**config.mk**
```make
export PLATFORM = sky130hd
export DESIGN_NAME = odr_orient_top
export DESIGN_NICKNAME = d
export VERILOG_FILES = /design/src/include/odr_pkg.sv /design/src/core/odr_step_timer.sv /design/src/core/odr_classifier.sv /design/src/core/odr_orient_top.sv
export VERILOG_INCLUDE_DIRS = /design/src /design/src/include
export SDC_FILE = /design/constraint.sdc
export NUM_CORES = 1
export LEC_CHECK = 0
export ABC_AREA = 1
export BUFFER_PORTS_ARGS = -buffer_cell sky130_fd_sc_hd__buf_2
export CAP_MARGIN = 20
export CELL_PAD_IN_SITES_DETAIL_PLACEMENT = 0
export CELL_PAD_IN_SITES_GLOBAL_PLACEMENT = 2
export CORE_MARGIN = 3
export CORE_UTILIZATION = 34
export DETAILED_ROUTE_END_ITERATION = 12
export GPL_TIMING_DRIVEN = 0
export HOLD_SLACK_MARGIN = 0.03
export PLACE_DENSITY_LB_ADDON = 0.1
export SLEW_MARGIN = 20
export SYNTH_ARGS = -nofsm -noshare
export SYNTH_HDL_FRONTEND = slang
export SYNTH_SLANG_ARGS = --single-unit
```
**constraint.sdc**
```tcl
create_clock -name clk -period 3.92 [get_ports clk]
set_input_delay 0.196 -clock clk [delete_from_list [all_inputs] [get_ports clk]]
set_output_delay 0.196 -clock clk [all_outputs]
set_load 0.005 [all_outputs]
```
**src/include/odr_cfg.svh**
```systemverilog
/*
 Constants for the orientation detector and range configuration block.
 Assumes inclusion by bare name from design files.
*/
`ifndef ODR_CFG_SVH
`define ODR_CFG_SVH
`define ODR_OFS_RANGE      8'h0e
`define ODR_OFS_STATUS     8'h10
`define ODR_OFS_CONFIG     8'h11
`define ODR_OFS_COUNT      8'h12
`define ODR_OFS_ZCOMP      8'h13
`define ODR_OFS_THS        8'h14
`define ODR_ZCOMP_VAL      8'h44
`define ODR_THS_VAL        8'h84
`define ODR_CFG_MODE_BIT   7
`define ODR_CFG_EN_BIT     6
`define ODR_ST_FLAG_BIT    7
`define ODR_ST_LOCK_BIT    6
`define ODR_ST_CODE_HI     2
`define ODR_ST_CODE_LO     1
`define ODR_ST_FACE_BIT    0
`define ODR_FS_2G          2'h0
`define ODR_FS_4G          2'h1
`define ODR_FS_8G          2'h2
`define ODR_LIMIT_MG       16'd1250
`define ODR_LOCK_MG        16'd866
`define ODR_BACK_MG        16'sd259
`define ODR_STEP_NORM_US   32'd20000
`define ODR_STEP_LNLP_US   32'd80000
`define ODR_STEP_LP_US     32'd160000
`define ODR_STEP_HR_US     32'd2500
`define ODR_CLK_MHZ        32'd100
`endif

```
**src/include/odr_pkg.sv**
```systemverilog
/*
 Types for the orientation detector block.
 Assumes nothing beyond a SystemVerilog compiler.
*/
package odr_pkg;
  typedef enum logic [3:0] {
    ODR_OS_NORMAL = 4'h1,
    ODR_OS_LNLP   = 4'h2,
    ODR_OS_HIRES  = 4'h4,
    ODR_OS_LOWPWR = 4'h8
  } odr_os_t;

  typedef struct packed {
    logic       lockout;
    logic [1:0] code;
    logic       face;
  } odr_orient_t;

  typedef struct packed {
    logic signed [15:0] x_mg;
    logic signed [15:0] y_mg;
    logic signed [15:0] z_mg;
  } odr_accel_t;
endpackage : odr_pkg

```
**src/core/odr_step_timer.sv**
```systemverilog
/*
 Debounce time-step generator: one pulse per step, step = min(1/rate, mode cap).
 Assumes the sample period in microseconds is supplied by the rate logic elsewhere.
*/
`timescale 1ns/1ps
`default_nettype none
`include "odr_cfg.svh"
module odr_step_timer #(
  parameter int CLK_MHZ = 100
) (
  input  wire logic           clk,
  input  wire logic           sys_rst,
  input  wire logic           clk_en,
  input  wire logic           restart,
  input  wire logic [31:0]    sample_period_us,
  input  wire odr_pkg::odr_os_t os_mode,
  output logic                step_pulse
);
  logic [31:0] cap_us;
  logic [31:0] step_us;
  logic [31:0] step_cyc;
  logic [31:0] cnt_q;

  always_comb begin
    unique case (os_mode)
      odr_pkg::ODR_OS_NORMAL: cap_us = `ODR_STEP_NORM_US;
      odr_pkg::ODR_OS_LNLP:   cap_us = `ODR_STEP_LNLP_US;
      odr_pkg::ODR_OS_HIRES:  cap_us = `ODR_STEP_HR_US;
      odr_pkg::ODR_OS_LOWPWR: cap_us = `ODR_STEP_LP_US;
      default:                cap_us = `ODR_STEP_NORM_US;
    endcase
    step_us  = (sample_period_us < cap_us) ? sample_period_us : cap_us;
    step_cyc = (step_us == 32'h0) ? 32'h1 : step_us * 32'(CLK_MHZ);
  end

  always_ff @(posedge clk or posedge sys_rst) begin
    if (sys_rst) begin
      cnt_q      <= 32'h0;
      step_pulse <= 1'b0;
    end else if (clk_en) begin
      if (restart || cnt_q + 32'h1 >= step_cyc) begin
        cnt_q      <= 32'h0;
        step_pulse <= !restart;
      end else begin
        cnt_q      <= cnt_q + 32'h1;
        step_pulse <= 1'b0;
      end
    end
  end
endmodule : odr_step_timer
`default_nettype wire

```
**src/core/odr_classifier.sv**
```systemverilog
/*
 Orientation classifier: candidate orientation and overload guard from one sample.
 Assumes signed milli-g inputs; fixed trip angles as coded below.
*/
`timescale 1ns/1ps
`default_nettype none
`include "odr_cfg.svh"
module odr_classifier (
  input  wire odr_pkg::odr_accel_t accel,
  output odr_pkg::odr_orient_t     cand,
  output logic                     overload
);
  function automatic logic [15:0] mag(input logic signed [15:0] v);
    mag = v[15] ? 16'(-v) : 16'(v);
  endfunction

  logic [15:0] ax;
  logic [15:0] ay;
  logic [15:0] az;
  always_comb begin
    ax = mag(accel.x_mg);
    ay = mag(accel.y_mg);
    az = mag(accel.z_mg);
    // Any axis beyond the limit freezes transitions
    overload = (ax > `ODR_LIMIT_MG) || (ay > `ODR_LIMIT_MG) || (az > `ODR_LIMIT_MG);
    // Lockout near flat: |z| above cos(30 deg) of 1 g, roughly 866 mg
    cand.lockout = az > `ODR_LOCK_MG;
    // Back facing beyond 75 deg: z below -sin(15 deg), roughly -259 mg
    cand.face = accel.z_mg < -`ODR_BACK_MG;
    if (ay >= ax) begin
      cand.code = accel.y_mg[15] ? 2'h1 : 2'h0;
    end else begin
      cand.code = accel.x_mg[15] ? 2'h3 : 2'h2;
    end
  end
endmodule : odr_classifier
`default_nettype wire

```
**src/core/odr_orient_top.sv**
```systemverilog
/*
 Orientation detector with range configuration register set.
 Assumes a byte register port decoded from the serial host link elsewhere,
 sample strobes with acceleration in milli-g, and system mode inputs.
*/
`timescale 1ns/1ps
`default_nettype none
`include "odr_cfg.svh"
module odr_orient_top (
  input  wire logic                clk,
  input  wire logic                sys_rst,
  input  wire logic                clk_en,
  input  wire logic                reg_wr,
  input  wire logic                reg_rd,
  input  wire logic [7:0]          reg_addr,
  input  wire logic [7:0]          reg_wdata,
  input  wire logic                active,
  input  wire logic                sleep,
  input  wire logic [31:0]         sample_period_us,
  input  wire odr_pkg::odr_os_t    os_mode,
  input  wire logic                sample_valid,
  input  wire odr_pkg::odr_accel_t accel,
  input  wire logic                orient_irq_en,
  output logic [7:0]               reg_rdata,
  output logic [1:0]               full_scale_sel,
  output logic                     orient_irq_source
);
  logic [1:0]           range_q;
  logic                 debounce_mode_sel_q;
  logic                 orient_detect_en_q;
  logic [7:0]           debounce_count_value_q;
  odr_pkg::odr_orient_t orient_q;
  odr_pkg::odr_orient_t cand_q;
  odr_pkg::odr_orient_t cand;
  logic                 orient_change_flag_q;
  logic                 first_pending_q;
  logic [7:0]           dbc_q;
  logic                 sleep_q;
  logic                 overload;
  logic                 step_pulse;
  logic                 status_rd;
  logic                 commit;
  logic [7:0]           status_byte;
  logic                 step_restart;

  assign status_rd = reg_rd && (reg_addr == `ODR_OFS_STATUS);
  assign status_byte = {orient_change_flag_q, orient_q.lockout, 3'h0,
                        orient_q.code, orient_q.face};

  odr_classifier u_cls (
    .accel    (accel),
    .cand     (cand),
    .overload (overload)
  );

  // Timer restarts with each new candidate so a full step elapses before the first count
  assign step_restart = (sleep != sleep_q) ||
                        (sample_valid && !overload && cand != cand_q);

  odr_step_timer #(.CLK_MHZ(100)) u_step (
    .clk              (clk),
    .sys_rst          (sys_rst),
    .clk_en           (clk_en),
    .restart          (step_restart),
    .sample_period_us (sample_period_us),
    .os_mode          (os_mode),
    .step_pulse       (step_pulse)
  );

  // Configuration registers
  always_ff @(posedge clk or posedge sys_rst) begin
    if (sys_rst) begin
      range_q                <= `ODR_FS_2G;
      debounce_mode_sel_q    <= 1'b0;
      orient_detect_en_q     <= 1'b0;
      debounce_count_value_q <= 8'h00;
    end else if (clk_en && reg_wr) begin
      unique case (reg_addr)
        `ODR_OFS_RANGE:  range_q <= reg_wdata[1:0];
        `ODR_OFS_CONFIG: begin
          debounce_mode_sel_q <= reg_wdata[`ODR_CFG_MODE_BIT];
          orient_detect_en_q  <= reg_wdata[`ODR_CFG_EN_BIT];
        end
        `ODR_OFS_COUNT:  debounce_count_value_q <= reg_wdata;
        default: ;
      endcase
    end
  end

  // Reserved code reads back but decodes as 2 g downstream
  always_ff @(posedge clk or posedge sys_rst) begin
    if (sys_rst) begin
      full_scale_sel <= `ODR_FS_2G;
    end else if (clk_en) begin
      full_scale_sel <= (range_q == 2'h3) ? `ODR_FS_2G : range_q;
    end
  end

  // Debounce: counter runs in time steps while the candidate differs
  assign commit = sample_valid && !overload && orient_detect_en_q &&
                  (cand != orient_q || first_pending_q) &&
                  (debounce_count_value_q == 8'h00 ||
                   (cand == cand_q && dbc_q >= debounce_count_value_q));

  always_ff @(posedge clk or posedge sys_rst) begin
    if (sys_rst) begin
      dbc_q   <= 8'h00;
      cand_q  <= '0;
      sleep_q <= 1'b0;
    end else if (clk_en) begin
      sleep_q <= sleep;
      if (sleep != sleep_q || !active || !orient_detect_en_q) begin
        dbc_q <= 8'h00;
      end else if (sample_valid && !overload) begin
        cand_q <= cand;
        if (commit) begin
          dbc_q <= 8'h00;
        end else if (cand == orient_q && !first_pending_q) begin
          if (debounce_mode_sel_q) begin
            dbc_q <= (dbc_q == 8'h00) ? 8'h00 : dbc_q - 8'h01;
          end else begin
            dbc_q <= 8'h00;
          end
        end else if (cand != cand_q) begin
          dbc_q <= 8'h00;
        end else if (step_pulse && dbc_q != 8'hff) begin
          // A step landing on a sample cycle still counts
          dbc_q <= dbc_q + 8'h01;
        end
      end else if (step_pulse && cand_q != orient_q && dbc_q != 8'hff) begin
        dbc_q <= dbc_q + 8'h01;
      end
    end
  end

  // Orientation state, updated even while the flag stands
  always_ff @(posedge clk or posedge sys_rst) begin
    if (sys_rst) begin
      orient_q <= '0;
    end else if (clk_en && commit) begin
      orient_q <= cand;
    end
  end

  always_ff @(posedge clk or posedge sys_rst) begin
    if (sys_rst) begin
      first_pending_q <= 1'b1;
    end else if (clk_en) begin
      if (!active) begin
        first_pending_q <= 1'b1;
      end else if (commit) begin
        first_pending_q <= 1'b0;
      end
    end
  end

  // Set wins over the clearing read
  always_ff @(posedge clk or posedge sys_rst) begin
    if (sys_rst) begin
      orient_change_flag_q <= 1'b0;
    end else if (clk_en) begin
      if (commit) begin
        orient_change_flag_q <= 1'b1;
      end else if (status_rd) begin
        orient_change_flag_q <= 1'b0;
      end
    end
  end

  always_ff @(posedge clk or posedge sys_rst) begin
    if (sys_rst) begin
      orient_irq_source <= 1'b0;
    end else if (clk_en) begin
      if (commit && orient_irq_en) begin
        orient_irq_source <= 1'b1;
      end else if (status_rd) begin
        orient_irq_source <= 1'b0;
      end
    end
  end

  // Read data registered one cycle after the strobe
  always_ff @(posedge clk or posedge sys_rst) begin
    if (sys_rst) begin
      reg_rdata <= 8'h00;
    end else if (clk_en && reg_rd) begin
      unique case (reg_addr)
        `ODR_OFS_RANGE:  reg_rdata <= {6'h0, range_q};
        `ODR_OFS_STATUS: reg_rdata <= status_byte;
        `ODR_OFS_CONFIG: reg_rdata <= {debounce_mode_sel_q, orient_detect_en_q, 6'h0};
        `ODR_OFS_COUNT:  reg_rdata <= debounce_count_value_q;
        `ODR_OFS_ZCOMP:  reg_rdata <= `ODR_ZCOMP_VAL;
        `ODR_OFS_THS:    reg_rdata <= `ODR_THS_VAL;
        default:         reg_rdata <= 8'h00;
      endcase
    end
  end

  flag_clear_a: assert property (@(posedge clk) disable iff (sys_rst)
    clk_en && status_rd && !commit |=> !orient_change_flag_q)
    else $error("change flag not cleared by status read");
  flag_set_a: assert property (@(posedge clk) disable iff (sys_rst)
    clk_en && commit |=> orient_change_flag_q)
    else $error("change flag not set on commit");
  freeze_ovl_a: assert property (@(posedge clk) disable iff (sys_rst)
    sample_valid && overload |-> !commit)
    else $error("commit during overload");
  disabled_hold_a: assert property (@(posedge clk) disable iff (sys_rst)
    !orient_detect_en_q |=> $stable(orient_q))
    else $error("orientation moved while disabled");
  irq_follow_a: assert property (@(posedge clk) disable iff (sys_rst)
    clk_en && commit && orient_irq_en |=> orient_irq_source)
    else $error("irq source not set");
  sleep_reset_a: assert property (@(posedge clk) disable iff (sys_rst)
    clk_en && (sleep != sleep_q) |=> dbc_q == 8'h00)
    else $error("debounce not reset on wake/sleep change");
  zcomp_read_a: assert property (@(posedge clk) disable iff (sys_rst)
    clk_en && reg_rd && reg_addr == `ODR_OFS_ZCOMP |=> reg_rdata == 8'h44)
    else $error("lockout constant wrong");
  ths_read_a: assert property (@(posedge clk) disable iff (sys_rst)
    clk_en && reg_rd && reg_addr == `ODR_OFS_THS |=> reg_rdata == 8'h84)
    else $error("threshold constant wrong");
  range_map_a: assert property (@(posedge clk) disable iff (sys_rst)
    clk_en && range_q != 2'h3 |=> full_scale_sel == $past(range_q))
    else $error("range select mismatch");

  commit_c: cover property (@(posedge clk) disable iff (sys_rst) commit);
  clear_c: cover property (@(posedge clk) disable iff (sys_rst)
    orient_change_flag_q && status_rd);
  ovl_c: cover property (@(posedge clk) disable iff (sys_rst) sample_valid && overload);
endmodule : odr_orient_top
`default_nettype wire

```
# Word level (Yosys, flattened, before mapping)
# Cells that the tools add are included.
[classes]
n_addsub = 6
multipliers = 1
n_lt_le_gt_ge = 9
n_eq_ne = 19
muxes = 27
n_bitwise = 1
n_reduce_logical = 42
[op_table]
columns = ["op", "count"]
rows = [
  ["$mux W32", 3],
  ["$mux W8", 9],
  ["$pmux W18 S3", 1],
  ["$gt A16 B11 Y1 const B", 3],
  ["$mux W16", 3],
  ["$neg A16 Y16", 3],
  ["$pmux W8 S6", 1],
  ["$eq A8 B5 Y1 const B", 5],
  ["$add A32 B1 Y32 const B", 1],
  ["$ge A32 B32 Y1", 1],
  ["$logic_not A32 Y1", 1],
  ["$lt A32 B18 Y1", 1],
  ["$mul A32 B5 Y30 const B", 1],
  ["$ge A16 B16 Y1", 1],
  ["$gt A16 B10 Y1 const B", 1],
  ["$logic_not A8 Y1", 2],
  ["$lt A16 B10 Y1 const B", 1],
  ["$logic_and A1 B1 Y1", 15],
  ["$ne A4 B4 Y1", 3],
  ["$reduce_and A2 Y1", 6],
  ["$add A8 B1 Y8 const B", 1],
  ["$eq A4 B4 Y1", 2],
  ["$eq A8 B4 Y1 const B", 1],
  ["$ge A8 B8 Y1", 1],
  ["17 further kinds", 38],
]
[word_totals]
regBits = 75
in_bits = 109
out_inout_bits = 11
word_cells = 124

# Depth between registers and ports, before layout
[logic_depth]
word_depth = 13
ltp_mapped = 46
ltp_nobuf = 44

# Cells and area by module
# From an unflattened synthesis, not the netlist that was laid out.
[hier_totals]
cells_unflattened = 1755
area_unflattened_um2 = 11432.2
[modules_own_cells]
columns = ["mod", "instances", "cells_per_inst", "area_per_inst_um2", "seq_area_each_um2"]
rows = [
  ["odr_step_timer", 1, 986, 6597.6, 825.8],
  ["odr_orient_top", 1, 383, 2867.8, 1052.3],
  ["odr_classifier", 1, 386, 1966.9, 0.0],
]

# Worst setup path before layout
# No wires, ideal clock.
[synth_path]
path_type = "in2reg"
start = "input port os_mode[1]"
end = "register u_step.cnt_q[0]"
setup_ns = 0.080
arrival_ns = 6.554
required_ns = 3.840
path_slack_ns = -2.714
stages = 42
n_path_buf = 3
cell_sequence = "inv_1 > nand2_1 > nor3_1 > nor2_1 > nand2_1 > ha_1 > a21oi_1 > o21ai_0 > a2111oi_0 > nand2_1 > nand2_1 > nand2_1 > buf_2 > clkbuf_1 > o21ai_0 > inv_1 > ha_1 > ha_1 > [... 6 more ...] > nor2_1 > o21ai_0 > nand2_1 > a21oi_1 > nand2_1 > nand2_1 > or2_2 > nand3_1 > ha_1 > nand2_1 > nor2_1 > a211oi_1 > o221a_2 > a21oi_1 > nor2_1 > nand3_2 > buf_4 > mux2i_1"
[synth_between]
elab_chain_len = 9
elab_cells_between_ends = 12
classes_between = "mul: 1; order compare: 2; eq/ne: 3; mux: 4; reduce/logical: 2"
[synth_lines]
columns = ["element", "line_no", "source"]
rows = [
  ["start, declared", "odr_orient_top.sv:20", "input wire odr_pkg::odr_os_t os_mode,"],
  ["$eq A4 B4 Y1, or another cell as far along", "odr_step_timer.sv:25", "unique case (os_mode)"],
  ["$pmux W18 S3 (*)", "odr_step_timer.sv:25", ""],
  ["$lt A32 B18 Y1", "odr_step_timer.sv:32", "step_us = (sample_period_us < cap_us) ? sample_period_us : cap_us;"],
  ["$mux W32 (*)", "odr_step_timer.sv:32", ""],
  ["$mul A32 B5 Y30 / $logic_not A32 Y1 (equally long branches)", "odr_step_timer.sv:33", "step_cyc = (step_us == 32'h0) ? 32'h1 : step_us * 32'(CLK_MHZ);"],
  ["$mux W32 (*)", "odr_step_timer.sv:33", ""],
  ["$ge A32 B32 Y1 (*)", "odr_step_timer.sv:41", "if (restart || cnt_q + 32'h1 >= step_cyc) begin"],
  ["$logic_or A1 B1 Y1 (*)", "odr_step_timer.sv:41", ""],
  ["$mux W32 (*)", "odr_step_timer.sv:41", ""],
  ["end signal, assigned", "odr_step_timer.sv:45", "cnt_q <= cnt_q + 32'h1;"],
  ["end, declared", "odr_step_timer.sv:22", "logic [31:0] cnt_q;"],
]
# Mark *: on every way between the ends. The rest lies on a longest branch, timed or not.
# A chain may end at the register's enable or synchronous reset.

# Worst setup path in the final report
# Same ends and word-level chain as after synthesis.

==> flow_summary.json <==
{
  "status": "complete, but fails checks",
  "cts_root_buf": "clkbuf_16",
  "grt_usage_pct": 17.74,
  "p_comb_share_pct": 47.3,
  "cp_slowest_stage_delay_ps": 440,
  "route.detailed.drc": 0,
  "pwr_density_cell_nw_per_um2": 228.8,
  "cp_slowest_cell": "fa_1",
  "fmax_ghz": 0.1535,
  "drv_cap": 0,
  "async_flop_share_pct": 100.0,
  "htree_levels": 3,
  "grt_overflow_total": 0,
  "synth_area_leaders": "ha_1 (19%), dfrtp_1 (17%), nand2_1 (13%), inv_1 (10%), nand3_1 (4.7%)",
  "synthXorXnorAreaFrac_pct": 5.259,
  "use_met2_pct": 30.84,
  "violations": "negative setup slack",
  "clock_power_share_pct": 27.2,
  "ir_drop_v": 0.0002080,
  "synth_edf_count": 0,
  "endpoint_kind": "flop",
  "max_slew.worst_pin.slew_ps": 783.2,
  "rr_worst_depth": 24,
  "r2r-start": "u_step.cnt_q[0]$_DFFE_PP0P_",
  "fin_area_sq_um": 13660,
  "io_buffers": 115,
  "place_ws_ps": -3534,
  "synth_top_family_by_area": "simple AND/OR/NAND/NOR gates",
  "synthFlopType": "dfrtp_1",
  "initial_core_util_pct": 34.67,
  "top_usage_layer": "met2",
  "timing.final.crit_share_pct": 166.1,
  "gp_congestion": 0.8045,
  "regToRegSetupSlack_ps": -180,
  "tns_ps": -84080,
  "hold_violations": 0,
  "muxShareOfSynthArea_pct": 0.1939,
  "start_kind": "input pin",
  "place_hpwl_um": 24860,
  "drv_slew": 0,
  "swShare_pct": 40.16,
  "avgSynthCellArea_sq_um": 6.647,
  "use_met1_pct": 24.55,
  "ys_seq_area_share_pct": 17.12,
  "viasPerCell": 4.684,
  "placed_cells": 2200,
  "criticalPathCategory": "in -> reg",
  "die_y_um": 185.6,
  "grt_setup_unrepaired": "yes",
  "n_antenna_cell": 0,
  "synth_cell_type_count": 54,
  "drt-pass1-iter-count": 6,
  "synth_fa_ha_area_share_pct": 23.09,
  "final_common_cell": "nand2_1",
  "synth_top_area_share_pct": 18.71,
  "required_ps": 4190,
  "io_pins": 120,
  "cts_tree": "yes",
  "final_cell_mix": "nand2_1 (382), inv_1 (289), ha_1 (147)",
  "hold_depth": 3,
  "cp.arrival_ps": 6780,
  "wire_per_inst_um": 13.35,
  "power_leakage_nw": 7.406,
  "ys_warn_count": 0,
  "cts_sinks": 75,
  "syn-cell-area_sq_um": 10970,
  "drt_iter0_drc": 376,
  "grt_pass1_vias": 10550,
  "met3_usage_pct": 1.407,
  "dieArea_sq_um": 34450,
  "antenna_found_initial": 0,
  "ant_nets": 0,
  "cts-buffers-inserted": 9,
  "grt_pass1_wl_um": 50720,
  "final_cells": 2261,
  "grt_max_degree": 41,
  "path_clk_slew_ps": 70,
  "cts.path.max_buffers": 2,
  "r2r_end": "u_step.cnt_q[0]$_DFFE_PP0P_",
  "synthCells": 1650,
  "synth-simple-area-share_pct": 31.03,
  "fin_ws_ps": -2593,
  "seqPwrFrac_pct": 25.5,
  "min_path_type": "in -> reg",
  "slew-limit-headroom_pct": 47.79,
  "min_to": "orient_irq_source$_DFFE_PP0P_",
  "area_delta_synth_final_pct": 24.54,
  "min_from": "orient_irq_en",
  "rows": 65,
  "synth-seq-cells": 75,
  "setup_viol": 33,
  "synth_top_area_cell": "ha_1",
  "p_switching_mw": 1.255,
  "fin_crit_ps": 6513,
  "core-area_sq_um": 31640,
  "power.internal_mw": 1.870,
  "clk_latency_ps": 340,
  "crit_fanout": 6,
  "nNetsFinal": 2151,
  "die_w_um": 185.6,
  "layout-drive-gt1-share_pct": 19.80,
  "synth_compound_area_share_pct": 11.48,
  "wirelength_um": 30190,
  "vias": 10590,
  "skew_ps": 9.291,
  "placed_area_sq_um": 12390
}
==> registers in the layout, summed over array words and instances (netlist names), 2 cells and up <==
signal                  cells
u_step.cnt_q               32
dbc_q                       8
range_q                     2
orient_q                    4
cand_q                      4
debounce_count_value_q      8
reg_rdata                   8
full_scale_sel              2
==> power groups by stage <==
| stage | combinational (mW) | sequential (mW) | clock, mW |
|---|---|---|---|
| after detailed placement | 1.21 | 0.813 | 0 |
| after CTS | 1.38 | 0.798 | 0.877 |
| after global routing | 1.71 | 0.799 | 0.898 |
| after floorplan | 0.930 | 0.810 | 0 |
| after global placement | 1.20 | 0.812 | 0 |
| final | 1.48 | 0.798 | 0.849 |
==> critical path, delay by kind of cell <==
family	cells	cell delay, ps
compound gates	11	1750
buf+inv	9	970
simple gates	17	2000
fa+ha+maj	6	1720
mux	1	110
==> repair_timing <==
action                                  4_1_cts  5_1_grt
cloned                                        3        0
hold buffers                                  2        0
buffers inserted                             33        7
pin swaps                                    31       37
endpoints found under the hold margin        36        0
resized for setup                            90       31
endpoints found under the setup margin       33       48
==> synthesized netlist by cell type (2+ instances only) <==
| cell | count |
|---|---|
| a2111oi_0 | 2 |
| and3_1 | 2 |
| conb_1 | 2 |
| nor2_1 | 128 |
| fa_1 | 24 |
| o22ai_1 | 29 |
| a31oi_1 | 3 |
| nand2_4 | 3 |
| nor3_1 | 19 |
| nand2_2 | 13 |
| a21oi_1 | 74 |
| nor4_1 | 17 |
| a21boi_1 | 2 |
| o21bai_1 | 3 |
| xor2_1 | 52 |
| o21ai_0 | 70 |
| o21ai_2 | 2 |
| clkbuf_1 | 11 |
| nand3_2 | 6 |
| o211ai_1 | 5 |
| nand2_1 | 392 |
| dfrtp_1 | 74 |
| nand4_1 | 27 |
| o21a_1 | 2 |
| inv_2 | 9 |
| o31ai_1 | 6 |
| nor2_4 | 5 |
| inv_1 | 299 |
| nor2_2 | 16 |
| nand3b_1 | 9 |
| buf_2 | 8 |
| nor3b_1 | 2 |
| o21ai_1 | 14 |
| ha_1 | 164 |
| a211oi_1 | 3 |
| xnor2_1 | 12 |
| nor3_2 | 4 |
| a21oi_2 | 2 |
| nand3_1 | 104 |
| or2_2 | 13 |
| buf_4 | 5 |
==> metrics by stage <==
step / total power [mW] / hold slack (ps) / util, %
2_1_floorplan: 1.739 / 260.3 / -
3_3_place_gp: 2.009 / 374.5 / 39.08
3_5_place_dp: 2.025 / 264.0 / 39.18
4_1_cts: 3.050 / 37.11 / 42.46
5_1_grt: 3.411 / 71.42 / 43.18
6_report: 3.125 / 55.25 / 43.18
==> worst max path at each step <==
stage	to	slack, ps	from
6_report	u_step.cnt_q[0]$_DFFE_PP0P_	-2590	os_mode[1]
5_1_grt	u_step.cnt_q[0]$_DFFE_PP0P_	-2920	os_mode[1]
4_1_cts	u_step.cnt_q[0]$_DFFE_PP0P_	-2490	os_mode[0]
3_5_place_dp	u_step.cnt_q[28]$_DFFE_PP0P_	-3530	os_mode[2]
3_3_place_gp	u_step.cnt_q[0]$_DFFE_PP0P_	-3550	os_mode[2]
2_1_floorplan	u_step.cnt_q[0]$_DFFE_PP0P_	-2110	os_mode[2]
==> logic make-up (layout without fill, tap and decap cells) <==
kind of cell | Yosys count | in the layout
other | 2 | 34
DFF | 75 | 75
AOI/OAI and AO/OA | 223 | 223
adders and majority gates | 188 | 188
buffers and inverters | 334 | 511
and+or+nand+nor | 761 | 761
muxes | 2 | 2
xor gates and xnor gates | 65 | 65
==> cell type report <==
| type | instances | area, sq um |
|---|---|---|
| Timing Repair Buffer | 161 | 1069 |
| Multi-Input combinational cell | 1273 | 8572 |
| Inverter | 309 | 1165 |
| Tap cell | 402 | 503.0 |
| Sequential cell | 75 | 1878 |
| Buffer | 25 | 172.7 |
| Clock inverter | 7 | 75.07 |
| Fill cell | 3432 | 17980 |
| Clock buffer | 9 | 225.2 |
==> metal layers <==
layer	vias to the layer above	part of all wire (%)	wire [um]
met5	-	0	0
met4	0	0.79	238
met3	11	2.4	718
met2	120	46	13950
met1	4742	51	15280
li1	5718	-	-
Power figures use the tool's default switching activity.
